**src/hdl/mfp_pkg.sv**
```systemverilog
// Purpose: constants for the multifunction pin function-code decoder
// Assumes: codes 0x23..0x3B only; other code ranges decode to nothing
// Notes: status register fields arrive as plain byte-wide ports
//
// Summary of operation
// each pin holds a 7-bit code: control when input, status when output.
// input code 0x23 forces the fault control of ref_in_3.
// output code 0x23 drives the ref_in_3 faulted flag.
// output codes 0x24..0x27 drive the valid flags of ref_in_0..3.
// input codes 0x28..0x2B validate the matching reference only if it is faulted.
// output codes 0x28..0x2B show reference active, a combination of several bits.
// output codes 0x30..0x32 drive digital_loop_0 phase/freq lock and analog_loop_0 lock.
// output code 0x33 drives analog_loop_0 calibration in progress.
// output code 0x34 drives digital_loop_0 active, OR of six status bits.
// output codes 0x35..0x37 drive digital_loop_0 freerun, holdover, switching.
// output codes 0x38, 0x3A, 0x3B drive tuning history, clamped, slew limited.
// output code 0x39 drives the tuning-history-updated event flag.
// unassigned or not-applicable input codes touch no control bit.
// output codes 0x2E/0x2F show feedback 0/1 active; 0x2C/0x2D stay low.
package mfp_pkg;
  localparam int CODE_W = 7;
  localparam int NUM_REFS = 4;
  localparam int STAT_W = 25;
  localparam logic [6:0] CODE_FIRST = 7'h23;
  localparam logic [6:0] CODE_LAST = 7'h3B;
  localparam logic [6:0] CODE_FAULT_REF3 = 7'h23;
  localparam logic [6:0] CODE_VALID_REF0 = 7'h24;
  localparam logic [6:0] CODE_TIMEOUT_REF0 = 7'h28;
  localparam logic [6:0] CODE_ACTIVE_REF0 = 7'h28;
  localparam logic [6:0] CODE_FB_UNUSED0 = 7'h2C;
  localparam logic [6:0] CODE_FB_UNUSED1 = 7'h2D;
  localparam logic [6:0] CODE_FB0_ACTIVE = 7'h2E;
  localparam logic [6:0] CODE_FB1_ACTIVE = 7'h2F;
  localparam logic [6:0] CODE_DL0_PHASE_LOCK = 7'h30;
  localparam logic [6:0] CODE_DL0_FREQ_LOCK = 7'h31;
  localparam logic [6:0] CODE_AL0_LOCK = 7'h32;
  localparam logic [6:0] CODE_AL0_CAL = 7'h33;
  localparam logic [6:0] CODE_DL0_ACTIVE = 7'h34;
  localparam logic [6:0] CODE_DL0_FREERUN = 7'h35;
  localparam logic [6:0] CODE_DL0_HOLDOVER = 7'h36;
  localparam logic [6:0] CODE_DL0_SWITCHING = 7'h37;
  localparam logic [6:0] CODE_DL0_TW_HIST = 7'h38;
  localparam logic [6:0] CODE_DL0_TW_UPDATED = 7'h39;
  localparam logic [6:0] CODE_DL0_FREQ_CLAMP = 7'h3A;
  localparam logic [6:0] CODE_DL0_SLEW_LIMIT = 7'h3B;
  // field positions inside the status bytes
  localparam int REF_FAULTED_BIT = 3;
  localparam int REF_VALID_BIT = 4;
  localparam int LOCK_PHASE_BIT = 1;
  localparam int LOCK_FREQ_BIT = 2;
  localparam int LOCK_ANALOG_BIT = 3;
  localparam int LOCK_CAL_BIT = 4;
  localparam int STATE_FREERUN_BIT = 0;
  localparam int STATE_HOLDOVER_BIT = 1;
  localparam int STATE_SWITCHING_BIT = 2;
  localparam int TW_HIST_BIT = 0;
  localparam int TW_CLAMP_BIT = 1;
  localparam int TW_SLEW_BIT = 2;
  localparam int EVENT_TW_UPDATED_BIT = 2;
  localparam int ACTIVE_SRC_MSB = 5;
  localparam int FAULT_CTRL_REF = 3;
  // reset values
  localparam logic PIN_RESET = 1'b0;
  localparam logic [3:0] VALIDATE_RESET = 4'h0;
endpackage

```
**src/hdl/mfp_link_if.sv**
```systemverilog
// Purpose: carries decoded control and per-code status between the decoder parts
// Assumes: status index is code minus the first code of the range
// Notes: one driver per field, set by modport
`timescale 1ns/1ns
interface mfp_link_if;
  logic fault_lvl;
  logic [mfp_pkg::NUM_REFS-1:0] valid_rise;
  logic [mfp_pkg::STAT_W-1:0] status_vec;
  modport top (input fault_lvl, input valid_rise, output status_vec);
  modport indec (output fault_lvl, output valid_rise);
  modport outsel (input status_vec);
endinterface

```
**src/hdl/mfp_in_decode.sv**
```systemverilog
// Purpose: synchronises input pins and turns their codes into control requests
// Assumes: pins are asynchronous to clock_i
// Notes: several pins on one code are ORed
`timescale 1ns/1ns
module mfp_in_decode #(
  parameter int NUM_PINS = 4
) (
  // clock and reset
  input wire logic clock_i,
  input wire logic resetn_i,
  // pins
  input wire logic [NUM_PINS-1:0] pin_in_i,
  input wire logic [NUM_PINS-1:0] pin_dir_out_i,
  input wire logic [NUM_PINS*mfp_pkg::CODE_W-1:0] pin_code_i,
  // decoded requests
  mfp_link_if.indec link
);
  logic [NUM_PINS-1:0] meta_reg, meta_next;
  logic [NUM_PINS-1:0] sync_reg, sync_next;
  logic [NUM_PINS-1:0] prev_reg, prev_next;
  logic [NUM_PINS-1:0] is_fault;
  logic [NUM_PINS*mfp_pkg::NUM_REFS-1:0] is_rise;

  ////////////////////////////////////////////////////////////////////////////
  always_comb begin
    meta_next = pin_in_i;
    sync_next = meta_reg;
    prev_next = sync_reg;
  end

  always_ff @(posedge clock_i or negedge resetn_i) begin
    if (!resetn_i) begin
      meta_reg <= '0;
      sync_reg <= '0;
      prev_reg <= '0;
    end else begin
      meta_reg <= meta_next;
      sync_reg <= sync_next;
      prev_reg <= prev_next;
    end
  end

  ////////////////////////////////////////////////////////////////////////////
  // only matching codes on input pins count; every other code is dropped here
  for (genvar p = 0; p < NUM_PINS; p++) begin : g_pin
    logic [mfp_pkg::CODE_W-1:0] code;
    logic as_input;
    assign code = pin_code_i[p*mfp_pkg::CODE_W +: mfp_pkg::CODE_W];
    assign as_input = !pin_dir_out_i[p];
    assign is_fault[p] = as_input && (code == mfp_pkg::CODE_FAULT_REF3) && sync_reg[p];
    for (genvar r = 0; r < mfp_pkg::NUM_REFS; r++) begin : g_ref
      // timeout validation acts once per rising edge, it is not a held level
      assign is_rise[p*mfp_pkg::NUM_REFS+r] = as_input && sync_reg[p] && !prev_reg[p]
        && (code == 7'(mfp_pkg::CODE_TIMEOUT_REF0 + r));
    end
  end

  always_comb begin
    link.fault_lvl = |is_fault;
    link.valid_rise = '0;
    for (int p = 0; p < NUM_PINS; p++) begin
      link.valid_rise = link.valid_rise | is_rise[p*mfp_pkg::NUM_REFS +: mfp_pkg::NUM_REFS];
    end
  end
endmodule

```
**src/hdl/mfp_out_select.sv**
```systemverilog
// Purpose: picks the status source of each output pin from its code
// Assumes: status vector is already registered in the top
// Notes: codes outside the range drive low
`timescale 1ns/1ns
module mfp_out_select #(
  parameter int NUM_PINS = 4
) (
  // pin configuration
  input wire logic [NUM_PINS-1:0] pin_dir_out_i,
  input wire logic [NUM_PINS*mfp_pkg::CODE_W-1:0] pin_code_i,
  // status by code
  mfp_link_if.outsel link,
  // selected values
  output logic [NUM_PINS-1:0] pin_val_o,
  output logic [NUM_PINS-1:0] pin_oe_o
);
  for (genvar p = 0; p < NUM_PINS; p++) begin : g_pin
    logic [mfp_pkg::CODE_W-1:0] code;
    logic [mfp_pkg::CODE_W-1:0] idx;
    logic in_range;
    assign code = pin_code_i[p*mfp_pkg::CODE_W +: mfp_pkg::CODE_W];
    assign in_range = (code >= mfp_pkg::CODE_FIRST) && (code <= mfp_pkg::CODE_LAST);
    assign idx = 7'(code - mfp_pkg::CODE_FIRST);
    assign pin_val_o[p] = pin_dir_out_i[p] && in_range && link.status_vec[5'(idx)];
    assign pin_oe_o[p] = pin_dir_out_i[p];
  end
endmodule

```
**src/hdl/mfp_pin_func.sv**
```systemverilog
// Purpose: top of the multifunction pin decoder for codes 0x23..0x3B
// Assumes: status bytes come from the status logic on clock_i
// Notes: all outputs registered; pin outputs come after the registered status vector, so a pin lags its status source by two cycles
`timescale 1ns/1ns
module mfp_pin_func #(
  parameter int NUM_PINS = 4
) (
  // clock and reset
  input wire logic clock_i,
  input wire logic resetn_i,
  // multifunction pins
  input wire logic [NUM_PINS-1:0] pin_in_i,
  output logic [NUM_PINS-1:0] pin_out_o,
  output logic [NUM_PINS-1:0] pin_oe_o,
  // pin configuration
  input wire logic [NUM_PINS-1:0] pin_dir_out_i,
  input wire logic [NUM_PINS*mfp_pkg::CODE_W-1:0] pin_code_i,
  // reference status, one byte per ref_in_0..ref_in_3
  input wire logic [7:0] ref_in_0_status_i,
  input wire logic [7:0] ref_in_1_status_i,
  input wire logic [7:0] ref_in_2_status_i,
  input wire logic [7:0] ref_in_3_status_i,
  // reference selection of digital_loop_0
  input wire logic [1:0] active_ref_sel_i,
  // digital_loop_0 and analog_loop_0 status bytes
  input wire logic [7:0] loop_lock_status_i,
  input wire logic [7:0] loop_state_status_i,
  input wire logic [7:0] tuning_status_i,
  input wire logic [7:0] active_src_status_i,
  input wire logic [7:0] loop_event_status_i,
  // feedback paths
  input wire logic [1:0] feedback_active_i,
  // software control bit merged with the pin proxy
  input wire logic fault_ref_in_3_sw_i,
  // control results
  output logic fault_ref_in_3_o,
  output logic [mfp_pkg::NUM_REFS-1:0] validate_ref_o
);
  mfp_link_if link ();

  logic [7:0] ref_status [mfp_pkg::NUM_REFS];
  logic [mfp_pkg::NUM_REFS-1:0] ref_faulted;
  logic [mfp_pkg::NUM_REFS-1:0] ref_valid;
  logic [mfp_pkg::NUM_REFS-1:0] ref_active;
  logic dl0_active;
  logic dl0_tracking;
  logic [mfp_pkg::STAT_W-1:0] stat_reg, stat_next;
  logic [NUM_PINS-1:0] pin_val;
  logic [NUM_PINS-1:0] pin_en;
  logic [NUM_PINS-1:0] out_reg, out_next;
  logic [NUM_PINS-1:0] oe_reg, oe_next;
  logic fault_reg, fault_next;
  logic [mfp_pkg::NUM_REFS-1:0] valid_reg, valid_next;

  assign ref_status[0] = ref_in_0_status_i;
  assign ref_status[1] = ref_in_1_status_i;
  assign ref_status[2] = ref_in_2_status_i;
  assign ref_status[3] = ref_in_3_status_i;

  ////////////////////////////////////////////////////////////////////////////
  // input side
  mfp_in_decode #(
    .NUM_PINS(NUM_PINS)
  ) u_in_decode (
    .clock_i(clock_i),
    .resetn_i(resetn_i),
    .pin_in_i(pin_in_i),
    .pin_dir_out_i(pin_dir_out_i),
    .pin_code_i(pin_code_i),
    .link(link)
  );

  ////////////////////////////////////////////////////////////////////////////
  // derived status
  assign dl0_active = |active_src_status_i[mfp_pkg::ACTIVE_SRC_MSB:0];
  // freerun and holdover mean no reference is steering the loop
  assign dl0_tracking = dl0_active && !loop_state_status_i[mfp_pkg::STATE_FREERUN_BIT]
    && !loop_state_status_i[mfp_pkg::STATE_HOLDOVER_BIT];

  for (genvar r = 0; r < mfp_pkg::NUM_REFS; r++) begin : g_ref
    assign ref_faulted[r] = ref_status[r][mfp_pkg::REF_FAULTED_BIT];
    assign ref_valid[r] = ref_status[r][mfp_pkg::REF_VALID_BIT];
    // active: valid, not faulted, selected, and the loop is tracking it
    assign ref_active[r] = ref_valid[r] && !ref_faulted[r] && dl0_tracking
      && (active_ref_sel_i == 2'(r));
  end

  // index of a code in the status vector
  function automatic int sidx(input logic [6:0] code);
    sidx = int'(code) - int'(mfp_pkg::CODE_FIRST);
  endfunction

  always_comb begin
    stat_next = '0;
    stat_next[sidx(mfp_pkg::CODE_FAULT_REF3)] = ref_faulted[mfp_pkg::FAULT_CTRL_REF];
    for (int r = 0; r < mfp_pkg::NUM_REFS; r++) begin
      stat_next[sidx(mfp_pkg::CODE_VALID_REF0) + r] = ref_valid[r];
      stat_next[sidx(mfp_pkg::CODE_ACTIVE_REF0) + r] = ref_active[r];
    end
    stat_next[sidx(mfp_pkg::CODE_FB_UNUSED0)] = 1'b0;
    stat_next[sidx(mfp_pkg::CODE_FB_UNUSED1)] = 1'b0;
    stat_next[sidx(mfp_pkg::CODE_FB0_ACTIVE)] = feedback_active_i[0];
    stat_next[sidx(mfp_pkg::CODE_FB1_ACTIVE)] = feedback_active_i[1];
    stat_next[sidx(mfp_pkg::CODE_DL0_PHASE_LOCK)] = loop_lock_status_i[mfp_pkg::LOCK_PHASE_BIT];
    stat_next[sidx(mfp_pkg::CODE_DL0_FREQ_LOCK)] = loop_lock_status_i[mfp_pkg::LOCK_FREQ_BIT];
    stat_next[sidx(mfp_pkg::CODE_AL0_LOCK)] = loop_lock_status_i[mfp_pkg::LOCK_ANALOG_BIT];
    stat_next[sidx(mfp_pkg::CODE_AL0_CAL)] = loop_lock_status_i[mfp_pkg::LOCK_CAL_BIT];
    stat_next[sidx(mfp_pkg::CODE_DL0_ACTIVE)] = dl0_active;
    stat_next[sidx(mfp_pkg::CODE_DL0_FREERUN)] = loop_state_status_i[mfp_pkg::STATE_FREERUN_BIT];
    stat_next[sidx(mfp_pkg::CODE_DL0_HOLDOVER)] = loop_state_status_i[mfp_pkg::STATE_HOLDOVER_BIT];
    stat_next[sidx(mfp_pkg::CODE_DL0_SWITCHING)] = loop_state_status_i[mfp_pkg::STATE_SWITCHING_BIT];
    stat_next[sidx(mfp_pkg::CODE_DL0_TW_HIST)] = tuning_status_i[mfp_pkg::TW_HIST_BIT];
    stat_next[sidx(mfp_pkg::CODE_DL0_FREQ_CLAMP)] = tuning_status_i[mfp_pkg::TW_CLAMP_BIT];
    stat_next[sidx(mfp_pkg::CODE_DL0_SLEW_LIMIT)] = tuning_status_i[mfp_pkg::TW_SLEW_BIT];
    stat_next[sidx(mfp_pkg::CODE_DL0_TW_UPDATED)] = loop_event_status_i[mfp_pkg::EVENT_TW_UPDATED_BIT];
  end

  always_ff @(posedge clock_i or negedge resetn_i) begin
    if (!resetn_i) begin
      stat_reg <= '0;
    end else begin
      stat_reg <= stat_next;
    end
  end

  assign link.status_vec = stat_reg;

  ////////////////////////////////////////////////////////////////////////////
  // output side
  mfp_out_select #(
    .NUM_PINS(NUM_PINS)
  ) u_out_select (
    .pin_dir_out_i(pin_dir_out_i),
    .pin_code_i(pin_code_i),
    .link(link),
    .pin_val_o(pin_val),
    .pin_oe_o(pin_en)
  );

  ////////////////////////////////////////////////////////////////////////////
  // registered results
  always_comb begin
    out_next = pin_val;
    oe_next = pin_en;
    fault_next = fault_ref_in_3_sw_i || link.fault_lvl;
    // a validation request on a healthy reference is simply dropped
    valid_next = link.valid_rise & ref_faulted;
  end

  always_ff @(posedge clock_i or negedge resetn_i) begin
    if (!resetn_i) begin
      out_reg <= '0;
      oe_reg <= '0;
      fault_reg <= mfp_pkg::PIN_RESET;
      valid_reg <= mfp_pkg::VALIDATE_RESET;
    end else begin
      out_reg <= out_next;
      oe_reg <= oe_next;
      fault_reg <= fault_next;
      valid_reg <= valid_next;
    end
  end

  assign pin_out_o = out_reg;
  assign pin_oe_o = oe_reg;
  assign fault_ref_in_3_o = fault_reg;
  assign validate_ref_o = valid_reg;
endmodule

```
**config.mk**
```make
export PLATFORM = sky130hd
export DESIGN_NAME = mfp_pin_func
export DESIGN_NICKNAME = d
export VERILOG_FILES = /design/src/hdl/mfp_pkg.sv /design/src/hdl/mfp_link_if.sv /design/src/hdl/mfp_in_decode.sv /design/src/hdl/mfp_out_select.sv /design/src/hdl/mfp_pin_func.sv
export SDC_FILE = /design/constraint.sdc
export NUM_CORES = 1
export LEC_CHECK = 0
export ABC_AREA = 1
export BUFFER_PORTS_ARGS = -buffer_cell sky130_fd_sc_hd__buf_2
export CAP_MARGIN = 20
export CORE_MARGIN = 4
export CORE_UTILIZATION = 30
export CTS_CLUSTER_DIAMETER = 40
export DETAILED_ROUTE_END_ITERATION = 7
export SLEW_MARGIN = 20
export SYNTH_ARGS = -nofsm -noshare
export SYNTH_HDL_FRONTEND = slang
export SYNTH_SLANG_ARGS = --single-unit
export TNS_END_PERCENT = 20
```
**constraint.sdc**
```tcl
create_clock -name clock_i -period 2.6 [get_ports clock_i]
set_input_delay 0.52 -clock clock_i [delete_from_list [all_inputs] [get_ports clock_i]]
set_output_delay 0.52 -clock clock_i [all_outputs]
set_load 0.05 [all_outputs]
```
Yosys cells after proc, flatten, opt, wreduce, memory -nomap -nowiden
Index checks and enable logic that the tools add are counted.
- flip-flop bits (word level): 48
- output and inout bits: 13
- logic and storage cells: 135
- $add $sub $neg: 4
- $lt $le $gt $ge: 12
- eq/ne operators: 23
- mux-type cells: 8
- bitwise operators: 4
- reduce and logical (&&, ||, !) cells: 76
- operators by type and width (cell ; count):
    7-bit by 6-bit == test with 1-bit output, second input constant ; 20
    1-bit logical AND ; 58
    7-bit by 6-bit >= comparator with 1-bit output, second input constant ; 4
    7-bit by 6-bit less-or-equal comparator with 1-bit output, second input constant ; 4
    5-bit by 6-bit < comparator with 1-bit output, second input constant ; 4
    1-bit binary-select mux with 5-bit select ; 4
    5-bit by 2-bit subtractor with 5-bit output, second input constant ; 4
    1-bit logical NOT ; 14
    4-bit bitwise OR ; 3
    6-bit OR reduction ; 1
    4-bit AND ; 1
    2-bit == test, second input constant ; 2
    1-bit two-way mux ; 4
    4-bit OR reduction ; 1
    2-bit by 1-bit == test with 1-bit output, second input constant ; 1
    2-bit logical NOT ; 1
    1-bit logical OR ; 1

Longest topological paths before layout
- depth after elaboration: 8
- mapped depth: 12

Hierarchy
A second synthesis with hierarchy kept.
- cells, all modules: 535
- area, all modules: 3449.6 sq um
- modules (own cells, without submodules) (module ; instances ; cells an instance ; area each (sq um) ; sequential area each (sq um)):
    mfp_out_select ; 1 ; 329 ; 1554.0 ; 0.0
    mfp_pin_func ; 1 ; 64 ; 1026.0 ; 900.9
    mfp_in_decode ; 1 ; 142 ; 869.6 ; 300.3

Worst setup path after synthesis
OpenSTA, ideal clock, no wires.
- kind: input to register
- from: input pin_code_i[7] (netlist name)
- to: register out_reg[1] (netlist: pin_out_o[1])
- arrival time: 1639 ps
- data required time: 2482 ps
- setup slack: 843 ps
- cell stages on the path: 12
- path buffers: 2
- cells stage by stage: inv_2 buf_6 ha_1 buf_2 inv_1 nand3_1 nand2_1 nand2_1 nand2_1 nand2_1 a21oi_1 nor2_1
- longest elaborated chain between the ends: 4
- ends and longest elaborated chain (what ; RTL line ; source):
    start: declaration ; mfp_pin_func.sv:17 ; input wire logic [NUM_PINS*mfp_pkg::CODE_W-1:0] pin_code_i,
    5-bit by 2-bit subtractor with 5-bit output, or another cell as far along ; mfp_out_select.sv:23 ; assign idx = 7'(code - mfp_pkg::CODE_FIRST);
    1-bit binary-select mux with 5-bit select / 1-bit logical AND (equally long branches) ; mfp_out_select.sv:24, mfp_out_select.sv:22 ;
    1-bit two-way mux (implied by the code) / 1-bit logical AND (equally long branches) ; mfp_out_select.sv:24 ; assign pin_val_o[p] = pin_dir_out_i[p] && in_range && link.status_vec[5'(idx)];
    1-bit logical AND * ; mfp_out_select.sv:24 ;
    via out_next[1] ; mfp_pin_func.sv:50 ; logic [NUM_PINS-1:0] out_reg, out_next;
    end signal: assignment ; mfp_pin_func.sv:157 ; out_reg <= out_next;
    end: declaration ; mfp_pin_func.sv:50 ;
Mark *: on every way through the listed nets, which the timed path passes. The rest lies on a longest branch. The select of a mux whose other input is x is not followed.

Worst setup path after layout
- from: input pin_code_i[14] (netlist name)
- to: register out_reg[2] (netlist: pin_out_o[2])
The elaborated chain is that of the path after synthesis.

==> results.py <==
metrics = {
    "outcome": {
        "outcome": "finished, final reports clean",
    },
    "critical_path": {
        "r2r-end": "validate_ref_o[1]",
        "path_class": "primary input to flop",
        "reg2reg_depth": 6,
        "worstSetupEndpointType": "flop",
        "critPathLaunchType": "primary input",
        "required_ns": 2.82,
        "cpPeakStageDelay_ns": 0.39,
        "slowest_stage": "ha_1",
        "r2r_slack_ns": 1.36,
        "r2r-start": "u_in_decode.prev_next[0]",
        "cpMostUsedCell": "nand2_1",
        "cp_data_arrival_time_ns": 1.97,
        "crit_path_start": "pin_code_i[14]",
        "cp_cell_sequence": "buf_2 > inv_2 > ha_1 > inv_1 > nand3_1 > nand2_1 > nand2_1 > nand2_1 > nand2_1 > a21oi_1 > nor2_1",
        "cp_max_fo": 14,
        "critPathCapture": "pin_out_o[2]",
    },
    "logic_synthesis": {
        "syn_inst": 506,
        "synth_top_area_cell": "dfrtp_1",
        "syn_nets": 637,
        "synthArstFlopShare_pct": 100.0,
        "yosysWarnings": 0,
        "synth_top_area_share_pct": 35.85,
        "avgSynthCellArea_um2": 6.622,
        "synth_commonest_cells": "nand2_1 (191), nand3_1 (88), inv_1 (55), dfrtp_1 (48), nor2_1 (43)",
        "synth_area_mm2": 0.003351,
        "synth-seq-area-share_pct": 35.85,
        "synth.most_common_cell": "nand2_1",
        "synth_flop_cell": "dfrtp_1",
        "ys_top_cells_by_area": "dfrtp_1 (36%), nand2_1 (21%), nand3_1 (13%)",
        "synth-seq-cells": 48,
        "yosysUniqueCellTypes": 23,
        "synth_edf_count": 0,
    },
    "pwr": {
        "clkPwrFrac_pct": 35.4,
        "power.internal_w": 0.001319,
        "p_per_area_mw_per_mm2": 477.6,
        "p_leak_nw": 2.179,
        "p_switching_w": 0.0005963,
        "comb_power_share_pct": 22.6,
        "seqPwrFrac_pct": 42.0,
        "ir_drop_uv": 279.7,
        "switching_share_pct": 31.13,
    },
    "placement": {
        "post-place-ws_ns": 0.5289,
        "place_congestion": 0.8296,
        "hpwl_um": 7584,
        "port-buffer-count": 80,
    },
    "cells_and_area": {
        "drive_above_1_share_pct": 17.86,
        "syn2layout_area_growth_pct": 19.68,
        "finalNetCount": 718,
        "antenna-diode-count": 0,
        "largest_reg_flops": 23,
    },
    "floorplan": {
        "die-area_mm2": 0.01292,
        "initial_core_util_pct": 30.77,
        "io_pins": 128,
        "die_h_um": 113.7,
        "die_w_um": 113.7,
        "rows": 38,
        "core_mm2": 0.01089,
    },
    "timing": {
        "max_slew_margin_pct": 59.48,
        "finalClockSkew_ns": 0.01327,
        "hold_viol_final": 0,
        "finalMaxSlewViolations": 0,
        "finalSetupTns_ns": 0,
        "finalSetupViolCount": 0,
        "max_freq_mhz": 571.4,
        "min_period_over_period_pct": 67.31,
        "worst_pin_slew_ns": 0.6078,
        "period_minus_slack_ns": 1.750,
        "fin_ws_ns": 0.8499,
        "rsz0062_at_grt": "no",
    },
    "grt": {
        "grt_pass1_wl_um": 15310,
        "grt.overflow.total": 0,
        "grt_usage_pct": 14.55,
        "antenna_found_initial": 0,
        "grt_pass1_vias": 3354,
        "grt_max_degree": 49,
    },
    "clock_network": {
        "cts_buffers": 5,
        "clkLatencyLatePin_ns": 0.32,
        "root_buffer": "clkbuf_8",
        "clk_path_buf_depth": 2,
        "clkTransAtPathRegs_ns": 0.11,
        "numClockSinks": 48,
        "cts_resized": 0,
        "tritoncts": "done",
        "cts_hold_buf": 0,
        "post_cts_buffers": 0,
        "cts_max_level": 2,
    },
    "hold_path": {
        "min_path_type": "primary input to asynchronous set/reset pin",
    },
    "route": {
        "drc": 0,
        "vias": 3467,
        "wire_per_inst_um": 12.74,
        "drt-initial-drc-count": 260,
        "drt-total-wl_um": 9275,
        "drt.antenna.violating_nets": 0,
        "drtPass1Iterations": 4,
        "vias_per_cell": 4.762,
    },
    "job": {
        "maxCapViolCount": 0,
    },
}
==> layer usage <==
| metal | wire length [um] | track usage (%) |
|---|---|---|
| met5 | 0 | 0 |
| met4 | 148 | 3.926 |
| met3 | 653 | 2.865 |
| met2 | 4314 | 24.26 |
| met1 | 4158 | 19.28 |
==> kinds of logic (layout without fill, tap and decap cells) <==
logic type / count (synthesis) / count (layout) / synth area share, %
XOR/XNOR: 4 / 4 / 1.045
buffers and inverters: 72 / 154 / 9.671
adder cells (fa/ha/maj): 16 / 16 / 5.975
AND/OR/NAND/NOR: 348 / 348 / 44.47
AO/OA/AOI/OAI: 18 / 18 / 2.987
flip-flops: 48 / 48 / 35.85
==> critical path, delay by kind of cell <==
kind	cells	cell delay, ns
buffers and inverters	3	0.51
and+or+nand+nor	6	0.42
adders and majority gates	1	0.39
AOI/OAI and AO/OA	1	0.13
==> power by group through the flow <==
stage	sequential, W	combinational [W]	clock (W)
6_report	0.000805	0.000433	0.000677
3_5_place_dp	0.000820	0.000434	0
5_1_grt	0.000810	0.000494	0.000725
3_3_place_gp	0.000820	0.000425	0
4_1_cts	0.000805	0.000437	0.000695
2_1_floorplan	0.000838	0.000261	0
==> layout by cell type, fill, tap and decap left out, drive strengths merged <==
| cell type | netlist | final |
|---|---|---|
| nand2 | 191 | 191 |
| nand3 | 88 | 88 |
| buf | 12 | 86 |
| inv | 60 | 61 |
| nor2 | 49 | 49 |
| dfrtp | 48 | 48 |
| ha | 16 | 16 |
| nor3 | 8 | 8 |
| nand4 | 8 | 8 |
| o21ai | 7 | 7 |
| a21oi | 6 | 6 |
| clkbuf | 0 | 5 |
| xor2 | 4 | 4 |
| nand3b | 3 | 3 |
| o21a | 2 | 2 |
| bufinv | 0 | 2 |
| nor4 | 1 | 1 |
| o22ai | 1 | 1 |
| a31oi | 1 | 1 |
| a21boi | 1 | 1 |
==> through the flow <==
step	total power [W]	utilization [%]	hold WS, ns	cell area (um^2)	std cells
after floorplan	0.001098	-	0.2244	3351	506
after global placement	0.001245	35.57	0.3320	3872	720
after detailed placement	0.001253	35.57	0.3358	3872	720
after CTS	0.001936	36.83	0.2968	4010	728
after global routing	0.002030	36.83	0.2949	4010	728
final	0.001915	36.83	0.2929	4010	728
==> how the worst min path moves through the flow <==
stage	start	to	slack [ns]	depth (start not counted)
6_report	resetn_i	link.status_vec[0]	0.29	2
5_1_grt	loop_state_status_i[2]	link.status_vec[20]	0.29	1
4_1_cts	loop_state_status_i[2]	link.status_vec[20]	0.30	1
3_5_place_dp	u_in_decode.meta_reg[1]	u_in_decode.prev_next[1]	0.34	0
3_3_place_gp	u_in_decode.meta_reg[1]	u_in_decode.prev_next[1]	0.33	0
2_1_floorplan	resetn_i	fault_ref_in_3_o	0.22	0
==> final cells by class <==
class / count / area (um^2)
fill: 1141 / 6878
multi-input combinational: 386 / 1826
sequential: 48 / 1201
timing repair buffer: 86 / 445.4
inverter: 60 / 225.2
tap: 140 / 175.2
clock buffer: 5 / 68.82
clock inverter: 3 / 68.82
No activity file was read; power rests on OpenSTA's default activity.
